## src/common/link_tester_cfg.svh

```systemverilog
/*
  Constants of the repeat-reset link tester: register offsets, field
  positions, response codes and timing counts.
  Assumes a 40 MHz clock and word-aligned AXI4-Lite byte addresses.
*/
// Operation
// - Sequencer has idle, hold, release, wait, second wait, check, fail, done.
// - Idle keeps pass flag and fail flag at zero, and the iteration timer too while start is low.
// - Start enters hold and drives physical init for a 28-bit counted period.
// - Release drops physical init and preloads window from 3-bit select.
// - Wait until window expires; data or soft errors fail; ready stable.
// - Failed wait stops the run; otherwise go to second wait.
// - Check rechecks ready transitions; at most one returns to idle, or to done at the target count.
// - Pass flag rises when all selected iterations complete successfully.
// - Fail flag rises on missing channel ready or data errors.
// - A 4-bit select chooses a fixed iteration count per code.
// - Sequencer clear returns the sequencer to its initial condition.
// - Quality clear zeroes every link quality counter.
// - Twenty-bit channel ready transition count; bits 15 to 8 exposed.
// - Twenty-bit count of link restart requests, exposed for monitoring.
`ifndef LINK_TESTER_CFG_SVH
`define LINK_TESTER_CFG_SVH

`define CLK_MHZ 40
`define HOLD_CYCLES_DEF 28'hfffffff
`define WINDOW_UNIT_MS 100
`define WINDOW_UNIT_CYCLES_DEF (`WINDOW_UNIT_MS * `CLK_MHZ * 1000)
`define SECOND_WAIT_US 50
`define SECOND_WAIT_CYCLES 32'(`SECOND_WAIT_US * `CLK_MHZ)
`define ITER_STEP 16'h000a

`define CTRL_OFFSET 8'h00
`define STATUS_OFFSET 8'h04
`define READY_COUNT_OFFSET 8'h08
`define RESTART_COUNT_OFFSET 8'h0c
`define INT_STATUS_OFFSET 8'h10
`define INT_MASK_OFFSET 8'h14

`define CTRL_START 0
`define CTRL_SEQ_CLEAR 1
`define CTRL_QUAL_CLEAR 2
`define CTRL_WIN_LSB 4
`define CTRL_ITER_LSB 8

`define INT_PASS 0
`define INT_FAIL 1
`define INT_RESTART 2

`define RESP_OKAY 2'h0
`define RESP_SLVERR 2'h2

`endif

```

## src/common/link_tester_pkg.sv

```systemverilog
/*
  Types of the repeat-reset link tester.
  Assumes nothing beyond a SystemVerilog compiler.
*/
package link_tester_pkg;
  typedef enum logic [2:0] {
    idle_state,
    hold_init_state,
    release_init_state,
    wait_state,
    second_wait_state,
    check_state,
    fail_state,
    done_state
  } seq_state_t;
endpackage : link_tester_pkg

```

## src/core/repeat_reset_link_tester.sv

```systemverilog
/*
  Repeat-reset link tester: resets a serial link core over and over and
  checks how the link recovers, with an AXI4-Lite register slave and a
  level interrupt.
  Assumes all link inputs are synchronous to aclk and one write and one
  read at most are under way on the bus.
*/
// Implementation choices: the AXI4-Lite register port and the register addresses.
`include "link_tester_cfg.svh"

module repeat_reset_link_tester
  import link_tester_pkg::*;
#(
  parameter logic [27:0] HOLD_CYCLES = `HOLD_CYCLES_DEF,
  parameter logic [31:0] WINDOW_UNIT_CYCLES = 32'(`WINDOW_UNIT_CYCLES_DEF)
) (
  input wire logic aclk,
  input wire logic aresetn,
  input wire logic awvalid,
  output logic awready,
  input wire logic [7:0] awaddr,
  input wire logic wvalid,
  output logic wready,
  input wire logic [31:0] wdata,
  input wire logic [3:0] wstrb,
  output logic bvalid,
  input wire logic bready,
  output logic [1:0] bresp,
  input wire logic arvalid,
  output logic arready,
  input wire logic [7:0] araddr,
  output logic rvalid,
  input wire logic rready,
  output logic [31:0] rdata,
  output logic [1:0] rresp,
  input wire logic channel_ready,
  input wire logic soft_error,
  input wire logic link_restart_request,
  input wire logic [7:0] data_mismatch_count,
  output logic transceiver_phys_init,
  output logic irq
);

  logic [7:0] awaddr_q;
  logic [31:0] wdata_q;
  logic [3:0] wstrb_q;
  logic wr_en;
  logic repeat_test_start;
  logic test_sequencer_clear;
  logic quality_counter_clear;
  logic [2:0] check_window_select;
  logic [3:0] iteration_count_select;
  seq_state_t state;
  logic test_pass_flag;
  logic test_fail_flag;
  logic [15:0] iter_timer;
  logic [27:0] hold_cnt;
  logic [31:0] window_timer;
  logic [1:0] iter_toggles;
  logic ready_d;
  logic restart_d;
  logic ready_toggle;
  logic data_error;
  logic [15:0] iter_target;
  logic [31:0] window_cycles;
  logic [19:0] ready_transition_count;
  logic [19:0] link_restart_count;
  logic [2:0] int_status;
  logic [2:0] int_mask;
  logic [2:0] int_event;

  // Write address and data are both held and no response is pending.
  assign wr_en = !awready && !wready && !bvalid;
  assign ready_toggle = channel_ready ^ ready_d;
  assign data_error = data_mismatch_count != 8'h00;
  assign iter_target = (16'(iteration_count_select) + 16'h0001) * `ITER_STEP;
  assign window_cycles = 32'((32'(check_window_select) + 32'h00000001) * WINDOW_UNIT_CYCLES);

  // Write address channel: take once, reopen after the response is taken.
  always_ff @(posedge aclk) begin
    if (!aresetn) begin
      awready <= 1'b1;
      awaddr_q <= 8'h00;
    end else if (awvalid && awready) begin
      awready <= 1'b0;
      awaddr_q <= awaddr;
    end else if (bvalid && bready) begin
      awready <= 1'b1;
    end
  end

  // Write data channel, independent of the address so either may come first.
  always_ff @(posedge aclk) begin
    if (!aresetn) begin
      wready <= 1'b1;
      wdata_q <= 32'h00000000;
      wstrb_q <= 4'h0;
    end else if (wvalid && wready) begin
      wready <= 1'b0;
      wdata_q <= wdata;
      wstrb_q <= wstrb;
    end else if (bvalid && bready) begin
      wready <= 1'b1;
    end
  end

  // Write response one cycle after both halves are held.
  always_ff @(posedge aclk) begin
    if (!aresetn) begin
      bvalid <= 1'b0;
      bresp <= `RESP_OKAY;
    end else if (wr_en) begin
      bvalid <= 1'b1;
      case (awaddr_q)
        `CTRL_OFFSET, `STATUS_OFFSET, `READY_COUNT_OFFSET, `RESTART_COUNT_OFFSET,
        `INT_STATUS_OFFSET, `INT_MASK_OFFSET: bresp <= `RESP_OKAY;
        default: bresp <= `RESP_SLVERR;
      endcase
    end else if (bvalid && bready) begin
      bvalid <= 1'b0;
    end
  end

  // Control register; the two clear bits are one-cycle pulses, never stored.
  always_ff @(posedge aclk) begin
    if (!aresetn) begin
      repeat_test_start <= 1'b0;
      test_sequencer_clear <= 1'b0;
      quality_counter_clear <= 1'b0;
      check_window_select <= 3'h0;
      iteration_count_select <= 4'h0;
    end else begin
      test_sequencer_clear <= 1'b0;
      quality_counter_clear <= 1'b0;
      if (wr_en && awaddr_q == `CTRL_OFFSET) begin
        if (wstrb_q[0]) begin
          repeat_test_start <= wdata_q[`CTRL_START];
          test_sequencer_clear <= wdata_q[`CTRL_SEQ_CLEAR];
          quality_counter_clear <= wdata_q[`CTRL_QUAL_CLEAR];
          check_window_select <= wdata_q[`CTRL_WIN_LSB +: 3];
        end
        if (wstrb_q[1]) begin
          iteration_count_select <= wdata_q[`CTRL_ITER_LSB +: 4];
        end
      end
    end
  end

  // Read channel: data is latched at the address handshake.
  always_ff @(posedge aclk) begin
    if (!aresetn) begin
      arready <= 1'b1;
      rvalid <= 1'b0;
      rdata <= 32'h00000000;
      rresp <= `RESP_OKAY;
    end else if (arvalid && arready) begin
      arready <= 1'b0;
      rvalid <= 1'b1;
      rresp <= `RESP_OKAY;
      case (araddr)
        `CTRL_OFFSET: rdata <= {20'h00000, iteration_count_select, 1'b0, check_window_select, 4'h0};
        `STATUS_OFFSET: rdata <= {iter_timer, ready_transition_count[15:8], 5'h00,
                                  transceiver_phys_init, test_fail_flag, test_pass_flag};
        `READY_COUNT_OFFSET: rdata <= {12'h000, ready_transition_count};
        `RESTART_COUNT_OFFSET: rdata <= {12'h000, link_restart_count};
        `INT_STATUS_OFFSET: rdata <= {29'h00000000, int_status};
        `INT_MASK_OFFSET: rdata <= {29'h00000000, int_mask};
        default: begin
          rdata <= 32'h00000000;
          rresp <= `RESP_SLVERR;
        end
      endcase
    end else if (rvalid && rready) begin
      rvalid <= 1'b0;
      arready <= 1'b1;
    end
  end

  // Previous levels of channel ready and the link restart request for edge detection.
  always_ff @(posedge aclk) begin
    if (!aresetn) begin
      ready_d <= 1'b0;
      restart_d <= 1'b0;
    end else begin
      ready_d <= channel_ready;
      restart_d <= link_restart_request;
    end
  end

  // Sequencer. A clear pulse wins over everything so a stuck run can be restarted.
  always_ff @(posedge aclk) begin
    if (!aresetn || test_sequencer_clear) begin
      state <= idle_state;
      test_pass_flag <= 1'b0;
      test_fail_flag <= 1'b0;
      iter_timer <= 16'h0000;
      hold_cnt <= 28'h0000000;
      window_timer <= 32'h00000000;
      transceiver_phys_init <= 1'b0;
      iter_toggles <= 2'h0;
    end else begin
      // Saturating count of ready changes seen in this iteration.
      if (ready_toggle && iter_toggles != 2'h3) begin
        iter_toggles <= iter_toggles + 2'h1;
      end
      case (state)
        idle_state: begin
          test_pass_flag <= 1'b0;
          test_fail_flag <= 1'b0;
          if (!repeat_test_start) begin
            iter_timer <= 16'h0000;
          end else begin
            state <= hold_init_state;
            hold_cnt <= HOLD_CYCLES;
            transceiver_phys_init <= 1'b1;
          end
        end
        hold_init_state: begin
          if (hold_cnt == 28'h0000000) begin
            state <= release_init_state;
          end else begin
            hold_cnt <= hold_cnt - 28'h0000001;
          end
        end
        release_init_state: begin
          transceiver_phys_init <= 1'b0;
          window_timer <= window_cycles;
          iter_toggles <= 2'h0;
          state <= wait_state;
        end
        wait_state: begin
          // errors abort the window at once.
          if (data_error || soft_error) begin
            state <= fail_state;
          end else if (window_timer == 32'h00000000) begin
            if (channel_ready && iter_toggles <= 2'h1) begin
              state <= second_wait_state;
              window_timer <= `SECOND_WAIT_CYCLES;
            end else begin
              state <= fail_state;
            end
          end else begin
            window_timer <= window_timer - 32'h00000001;
          end
        end
        second_wait_state: begin
          // Packets flow here; the check state judges the result.
          if (window_timer == 32'h00000000) begin
            state <= check_state;
          end else begin
            window_timer <= window_timer - 32'h00000001;
          end
        end
        check_state: begin
          if (iter_toggles > 2'h1 || data_error || !channel_ready) begin
            state <= fail_state;
          end else begin
            iter_timer <= iter_timer + 16'h0001;
            if (iter_timer + 16'h0001 == iter_target) begin
              state <= done_state;
            end else begin
              state <= idle_state;
            end
          end
        end
        fail_state: begin
          test_fail_flag <= 1'b1;
        end
        done_state: begin
          test_pass_flag <= 1'b1;
        end
        default: state <= idle_state;
      endcase
    end
  end

  // Quality counters wrap; they keep running across sequencer clears.
  always_ff @(posedge aclk) begin
    if (!aresetn || quality_counter_clear) begin
      ready_transition_count <= 20'h00000;
      link_restart_count <= 20'h00000;
    end else begin
      if (ready_toggle) begin
        ready_transition_count <= ready_transition_count + 20'h00001;
      end
      if (link_restart_request && !restart_d) begin
        link_restart_count <= link_restart_count + 20'h00001;
      end
    end
  end

  // Events fire on the first cycle in done or fail and on each restart.
  always_comb begin
    int_event = 3'h0;
    int_event[`INT_PASS] = state == done_state && !test_pass_flag;
    int_event[`INT_FAIL] = state == fail_state && !test_fail_flag;
    int_event[`INT_RESTART] = link_restart_request && !restart_d;
  end

  // Sticky status, write one to clear; a new event beats a clear in the same cycle.
  always_ff @(posedge aclk) begin
    if (!aresetn) begin
      int_status <= 3'h0;
    end else if (wr_en && awaddr_q == `INT_STATUS_OFFSET && wstrb_q[0]) begin
      int_status <= (int_status & ~wdata_q[2:0]) | int_event;
    end else begin
      int_status <= int_status | int_event;
    end
  end

  // Mask register and registered interrupt output.
  always_ff @(posedge aclk) begin
    if (!aresetn) begin
      int_mask <= 3'h0;
      irq <= 1'b0;
    end else begin
      if (wr_en && awaddr_q == `INT_MASK_OFFSET && wstrb_q[0]) begin
        int_mask <= wdata_q[2:0];
      end
      irq <= |(int_status & int_mask);
    end
  end

  property p_idle_flags;
    @(posedge aclk) disable iff (!aresetn || test_sequencer_clear)
    state == idle_state |=> !test_pass_flag && !test_fail_flag;
  endproperty
  a_idle_flags: assert property (p_idle_flags)
    else $error("Pass or fail flag set after idle.");

  property p_init_rise;
    @(posedge aclk) disable iff (!aresetn)
    $rose(transceiver_phys_init) |-> state == hold_init_state && hold_cnt == HOLD_CYCLES;
  endproperty
  a_init_rise: assert property (p_init_rise)
    else $error("Physical init rose outside the hold state.");

  property p_release;
    @(posedge aclk) disable iff (!aresetn || test_sequencer_clear)
    state == release_init_state |=> !transceiver_phys_init && state == wait_state
      && window_timer == $past(window_cycles);
  endproperty
  a_release: assert property (p_release)
    else $error("Release did not drop init and preload the window.");

  property p_wait_error;
    @(posedge aclk) disable iff (!aresetn || test_sequencer_clear)
    state == wait_state && (data_error || soft_error) |=> state == fail_state ##1 test_fail_flag;
  endproperty
  a_wait_error: assert property (p_wait_error)
    else $error("Error in wait window did not lead to fail.");

  property p_window_count;
    @(posedge aclk) disable iff (!aresetn || test_sequencer_clear)
    state == wait_state && !data_error && !soft_error && window_timer != 32'h00000000
      |=> window_timer == $past(window_timer) - 32'h00000001;
  endproperty
  a_window_count: assert property (p_window_count)
    else $error("Window timer did not step down by one.");

  property p_check_pass;
    @(posedge aclk) disable iff (!aresetn || test_sequencer_clear)
    state == check_state && iter_toggles <= 2'h1 && !data_error && channel_ready
      |=> iter_timer == $past(iter_timer) + 16'h0001 && (state == idle_state || state == done_state);
  endproperty
  a_check_pass: assert property (p_check_pass)
    else $error("Good check did not count and return.");

  property p_done_pass;
    @(posedge aclk) disable iff (!aresetn || test_sequencer_clear)
    state == done_state |=> test_pass_flag && iter_timer == iter_target;
  endproperty
  a_done_pass: assert property (p_done_pass)
    else $error("Done without pass flag at target count.");

  property p_restart_count;
    @(posedge aclk) disable iff (!aresetn || quality_counter_clear)
    $rose(link_restart_request) |=> link_restart_count == $past(link_restart_count) + 20'h00001;
  endproperty
  a_restart_count: assert property (p_restart_count)
    else $error("Restart request not counted.");

  property p_qual_clear;
    @(posedge aclk) disable iff (!aresetn)
    quality_counter_clear |=> ready_transition_count == 20'h00000 && link_restart_count == 20'h00000;
  endproperty
  a_qual_clear: assert property (p_qual_clear)
    else $error("Quality counters not cleared.");

endmodule : repeat_reset_link_tester

```

## config.mk

```make
export PLATFORM = sky130hd
export DESIGN_NAME = repeat_reset_link_tester
export DESIGN_NICKNAME = d
export VERILOG_FILES = /design/src/common/link_tester_pkg.sv /design/src/core/repeat_reset_link_tester.sv
export VERILOG_INCLUDE_DIRS = /design/src /design/src/common
export SDC_FILE = /design/constraint.sdc
export NUM_CORES = 1
export LEC_CHECK = 0
export BUFFER_PORTS_ARGS = -buffer_cell sky130_fd_sc_hd__buf_2
export CORE_ASPECT_RATIO = 0.5
export CORE_MARGIN = 2
export CORE_UTILIZATION = 40
export CTS_CLUSTER_SIZE = 40
export DETAILED_ROUTE_END_ITERATION = 16
export HOLD_SLACK_MARGIN = 0.1
export MAX_ROUTING_LAYER = met4
export PLACE_DENSITY = 0.62
export SLEW_MARGIN = 20
export SYNTH_ARGS = -nofsm -noshare
export SYNTH_HDL_FRONTEND = slang
export SYNTH_SLANG_ARGS = --single-unit
```

## constraint.sdc

```tcl
create_clock -name aclk -period 4.7 [get_ports aclk]
set_clock_uncertainty 0.1 [all_clocks]
set_input_delay 0.94 -clock aclk [delete_from_list [all_inputs] [get_ports aclk]]
set_output_delay 0.94 -clock aclk [all_outputs]
set_load 0.02 [all_outputs]
```

==> results.toml, run 1 <==
[worst_setup_path]
slowest_delay_ns = 0.57
cp_max_fo = 6
startpoint_type = "flop"
crit_type = "flop to flop"
end_kind = "flop"
crit_chain = "ha_1, xor2_1, inv_1, fa_1, fa_1, inv_1, ha_1, a21o_1, a21oi_1, o22ai_1, a21oi_1, xor2_1, o22ai_1, a32o_1"
critPathLaunch = "check_window_select[1]"
crit_family = "adder cells"
crit_slowest_cell = "fa_1"
reg2reg_from = "check_window_select[1]"
arrival_ns = 4.44
path_buf_inv = 2
required_ns = 4.99

[floorplanning]
dieArea_mm2 = 0.0278
ios = 113
start_util_pct = 40.3
die_x_um = 234
rows = 42
core-area_mm2 = 0.0262
die_y_um = 119

[logic_synthesis]
synth.largest_area_cell = "dfxtp_1"
avgSynthCellArea_um2 = 8.27
synth.top_cell.area_share_pct = 38.2
syn_area_mm2 = 0.0106
yosysUniqueCellTypes = 72
synth_area_leaders = "dfxtp_1 38%, a21oi_1 5.1%, nand2_1 4.6%"
ys_seq_area_share_pct = 38.2
yosysWarningCount = 0
synth-edff-count = 0
async_reset_ff_share_pct = 0
synthFlopType = "dfxtp_1"
ys_seq_elements = 202
synth_cells = 1280

[sta]
slew_violations = 0
rsz0062_at_grt = "false"
max_freq_mhz = 241
holdWs_ns = 0.365
hold_viol = 0
fin_crit_ns = 4.15
slew_headroom_pct = 25.8
tns_ns = 0
fin_crit_sh_pct = 88.3
finalWorstSetupSlack_ns = 0.550
tightest_slew_ns = 1.11
setup_violations = 0

[power_and_ir_drop]
p_leak_nw = 4.63
finalPower_mw = 3.59
p_per_area_mw_per_mm2 = 300
vdd_drop_max_v = 0.000160
netSwitchingPower_mw = 0.821
p_comb_share_pct = 5.0
p_int_mw = 2.77
swShare_pct = 22.9
power_frac_clock_pct = 46.0
seq_power_share_pct = 49.0

[placement]
gp_routability_congestion = 0.865
port_buffers = 86
post-place-ws_ns = 0.560
place_area_mm2 = 0.0113
dp_hpwl_um = 18900
dp_cells = 1664

[hold_path]
worstHoldPathType = "flop to flop"
min-delay-start = "wstrb_q[1]"

[routing]
num_vias = 9424
viasPerCell = 5.54
firstDrtPassIters = 5
drc = 0
routed_wl_um = 26700
drt_iter0_drc = 800
wire_per_inst_um = 15.7
drtAntennaViolNets = 0

[grt]
grt_max_degree = 53
grt_pass1_vias = 8922
antenna_found_initial = 0
gr-usage-all-layers_pct = 19.6
grt_pass1_wl_um = 44400
grt-ovfl-total = 0

[layout]
layout-drive-gt1-share_pct = 12.5
final_common_cell = "dfxtp_1"
final_net_count = 1439
seqCellArea_mm2 = 0.00404
utilization_pct = 45.7
final_cells = 1701
fillers = 2504
mostFrequentLayoutCells = "202 x dfxtp_1, 129 x nand2_1, 114 x nor2_1"
diodes = 0
syn_to_final_growth_pct = 13.2
multi_input_area_mm2 = 0.00618
final_area_mm2 = 0.0120

[clock_tree]
clockBufferDepth = 3
cts_htree_levels = 1
clk_latency_ns = 0.50
tritoncts = "built"
post-cts-setup-buffer-count = 0
clock-sinks = 202
path_clk_slew_ns = 0.06
post_cts_resized = 0
hold_buffers = 0
cts_root_buf = "clkbuf_16"
cts_buffers = 21

[run]
max_cap_viol_count = 0

[run_status]
status = "finished, final reports clean"
[cell families after synthesis]
logic type / share of synthesized area [%]
adders and majority gates: 4.45
xor gates and xnor gates: 7.50
buffers and inverters: 3.54
DFF: 38.2
muxes: 2.67
other: 0.0354
and+or+nand+nor: 25.4
AOI/OAI and AO/OA: 18.2
[power groups by stage]
stage	combinational (mW)	sequential, mW	clock, mW
final	0.179	1.76	1.65
after global routing	0.199	1.76	1.77
after CTS	0.180	1.76	1.69
after floorplan	0.118	1.80	0
after detailed placement	0.179	1.80	0
after global placement	0.174	1.80	0
[layout make-up]
cell class | count | share of cell area (%)
timing repair buffer | 100 | 4.47
clock inverter | 8 | 0.564
multi-input combinational | 985 | 51.6
inverter | 25 | 0.784
sequential | 202 | 33.8
clock buffer | 29 | 5.14
tap | 352 | 3.68
[flip-flops by register name, indices dropped and copies added, names as in the netlist, 2 cells and up]
| name | cells |
|---|---|
| awaddr_q | 8 |
| check_window_select | 3 |
| hold_cnt | 28 |
| int_mask | 3 |
| int_status | 3 |
| iter_timer | 16 |
| iter_toggles | 2 |
| iteration_count_select | 4 |
| link_restart_count | 20 |
| rdata | 32 |
| ready_transition_count | 20 |
| state | 3 |
| wdata_q | 10 |
| window_timer | 32 |
| wstrb_q | 2 |
[cells in the mapped netlist (15+ instances only)]
cell type,n
nor3_1,49
inv_1,24
and3_1,17
xnor2_1,36
nand4_1,18
ha_1,28
xor2_1,52
o21ai_0,55
nor2b_1,56
a21oi_1,107
a22oi_1,32
nand3_1,29
o22ai_1,15
a21boi_0,26
or3_1,25
clkbuf_1,59
nand2_1,130
dfxtp_1,202
nor2_1,114
nor4_1,23
mux2i_1,17
[per-layer routing]
| metal | track usage (%) | vias to the layer above | part of all wire (%) |
|---|---|---|---|
| li1 | - | 4674 | - |
| met1 | 27.1 | 4518 | 49 |
| met2 | 30.8 | 193 | 45 |
| met3 | 2.54 | 39 | 4.0 |
| met4 | 4.19 | 0 | 1.9 |
| met5 | - | - | 0 |
[path summary, 6_finish.rpt]
path / end / slack, ns / depth (start not counted)
worst max-delay path: window_timer[25] / 0.55 / 14
worst min-delay path: wstrb_q[1] / 0.36 / 2
worst max register to register: window_timer[25] / 0.55 / 14
worst min register to register: wstrb_q[1] / 0.36 / 2
[worst reg2reg max path, stage by stage (launching register included)]
cell	delay [ns]
dfxtp_1	0.42
ha_1	0.24
xor2_1	0.48
inv_1	0.22
fa_1	0.57
fa_1	0.52
inv_1	0.04
ha_1	0.34
a21o_1	0.18
a21oi_1	0.15
o22ai_1	0.11
a21oi_1	0.18
xor2_1	0.19
o22ai_1	0.09
a32o_1	0.21
(Power assumes the default switching activity.)
==> run 2, diff against run 1 <==
- ABC_AREA: not set -> 1
==> results.toml, run 2 <==
[layout]
diodes = 0
layout-drive-gt1-share_pct = 9.77
final_net_count = 1801
fillers = 2817
final_area_mm2 = 0.0122
mostFrequentLayoutCells = "326 x nand2_1, 210 x nor2_1, 206 x inv_1"
reg_top3 = "rdata: 32 flops, window_timer: 32 flops, hold_cnt: 28 flops"
final_common_cell = "nand2_1"
syn_to_final_growth_pct = 12.3

[worst_setup_path]
crit_chain = "ha_1, xnor2_1, inv_1, ha_1, inv_1, fa_1, inv_1, ha_1, nand2_1, nand2_1, a21oi_1, inv_1, a21oi_1, o21ai_0, a21oi_1, a21oi_1, a21oi_1"
crit_slowest_cell = "fa_1"
end_kind = "flop"
reg2reg_from = "check_window_select[0]"
crit_top_cell = "a21oi_1"
crit_family = "adder cells"
critPathLaunch = "check_window_select[0]"
arrival_ns = 3.97
cp_max_fo = 6
path_buf_inv = 4
required_ns = 5.03
slowest_delay_ns = 0.49
startpoint_type = "flop"
crit_type = "flop to flop"

[sta]
hold_viol = 0
fin_crit_sh_pct = 77.3
holdWs_ns = 0.360
slew_headroom_pct = 33.0
tns_ns = 0
slew_violations = 0
tightest_slew_ns = 1.00
setup_violations = 0
rsz0062_at_grt = "false"
max_freq_mhz = 275
fin_crit_ns = 3.63

[grt]
grt-ovfl-total = 0
grt_pass1_vias = 9391
gr-usage-all-layers_pct = 20.8
grt_pass1_wl_um = 47300
antenna_found_initial = 0
grt_max_degree = 54

[logic_synthesis]
synth.top_cell.area_share_pct = 37.1
synth.largest_area_cell = "dfxtp_1"
yosysUniqueCellTypes = 50
async_reset_ff_share_pct = 0
synth_cells = 1619
synth_area_leaders = "dfxtp_1 37%, nand2_1 11%, a21oi_1 7.8%"
yosysMostFrequentCell = "nand2_1"
syn_area_mm2 = 0.0109
synth_commonest_cells = "326 x nand2_1, 210 x nor2_1, 206 x inv_1, 202 x dfxtp_1, 169 x a21oi_1"
ys_seq_elements = 202
ys_seq_area_share_pct = 37.1
yosysWarningCount = 0
synth-edff-count = 0
avgSynthCellArea_um2 = 6.73
synthFlopType = "dfxtp_1"

[floorplanning]
rows = 42
die_x_um = 237
ios = 113
start_util_pct = 41.0
die_y_um = 121
dieArea_mm2 = 0.0286
core-area_mm2 = 0.0266

[routing]
firstDrtPassIters = 5
num_vias = 10500
drc = 0
routed_wl_um = 28900
wire_per_inst_um = 14.0
drtAntennaViolNets = 0
viasPerCell = 5.09
drt_iter0_drc = 790

[clock_tree]
path_clk_slew_ns = 0.06
clockBufferDepth = 3
clock-sinks = 202
cts_root_buf = "clkbuf_16"
tritoncts = "built"
hold_buffers = 0
clk_latency_ns = 0.51
cts_htree_levels = 1
post_cts_resized = 0
cts_buffers = 21
post-cts-setup-buffer-count = 0

[run_status]
status = "finished, final reports clean"

[run]
max_cap_viol_count = 0

[power_and_ir_drop]
p_leak_nw = 5.21
vdd_drop_max_v = 0.000303
p_per_area_mw_per_mm2 = 444

[placement]
dp_hpwl_um = 21400
gp_routability_congestion = 0.904
place_area_mm2 = 0.0116
port_buffers = 86

[hold_path]
worstHoldPathType = "flop to flop"
min-delay-start = "rdata[4]"
run 2: cell types whose count changed after synthesis, sizes merged, moves of 25 or more:
cell | before | now
nor2b | 56 | 0
a21oi | 107 | 170
xor2 | 52 | 13
inv | 24 | 215
a22oi | 33 | 0
a21boi | 26 | 1
or3 | 26 | 0
nor2 | 115 | 224
o21ai | 58 | 133
clkbuf | 59 | 28
nand2 | 130 | 335
nand3 | 29 | 87
xnor2 | 36 | 9
run 2: stage by stage:
stage | utilization [%] | worst slack, ns | total power [mW] | std cells
finish | 46.0 | 1.07 | 5.43 | 2061
global route | 46.0 | 0.663 | 5.84 | 2061
CTS | 46.0 | 1.04 | 5.46 | 2061
detailed placement | 43.7 | 1.06 | 3.88 | 2026
global placement | 43.7 | 1.06 | 3.87 | 2026
floorplan | - | 1.42 | 3.46 | 1622
run 2: cell families after synthesis:
family	synth area share [%]
xor+xnor	1.77
other cells	0.0344
buf+inv	9.33
simple gates	29.3
fa+ha+maj	4.32
flops	37.1
compound gates	18.1
run 2: final timing paths:
| kind | end | cells past startpoint | slack, ns |
|---|---|---|---|
| min reg2reg | rdata[4] | 2 | 0.36 |
| max | window_timer[24] | 17 | 1.07 |
| min | rdata[4] | 2 | 0.36 |
| max reg2reg | window_timer[24] | 17 | 1.07 |
run 2: layout make-up:
type / count / area (um^2) / area share, %
Clock buffer: 32 / 597 / 4.88
Multi-Input combinational cell: 1163 / 5840 / 47.8
Tap cell: 352 / 440 / 3.60
Timing Repair Buffer: 93 / 483 / 3.95
Sequential cell: 202 / 4040 / 33.1
Inverter: 216 / 811 / 6.63
Clock inverter: 3 / 15.0 / 0.123
run 2: report_power, final:
| part | internal (mW) | leakage, nW | switching [mW] |
|---|---|---|---|
| Combinational | 0.596 | 3.27 | 1.23 |
| Clock | 0.871 | 0.302 | 0.703 |
| Sequential | 1.89 | 1.64 | 0.145 |
| Total | 3.35 | 5.21 | 2.07 |
run 2: per-layer routing:
layer / global-route usage (%) / routed length [um]
met5: - / 0
met4: 2.95 / 313
met3: 3.81 / 1510
met2: 30.6 / 11900
met1: 30.1 / 15200
run 2: tightest hold or removal path, stage by stage (launching register included):
cell and delay (ns):
dfxtp_1 0.30, nand2_1 0.06, a21oi_1 0.05
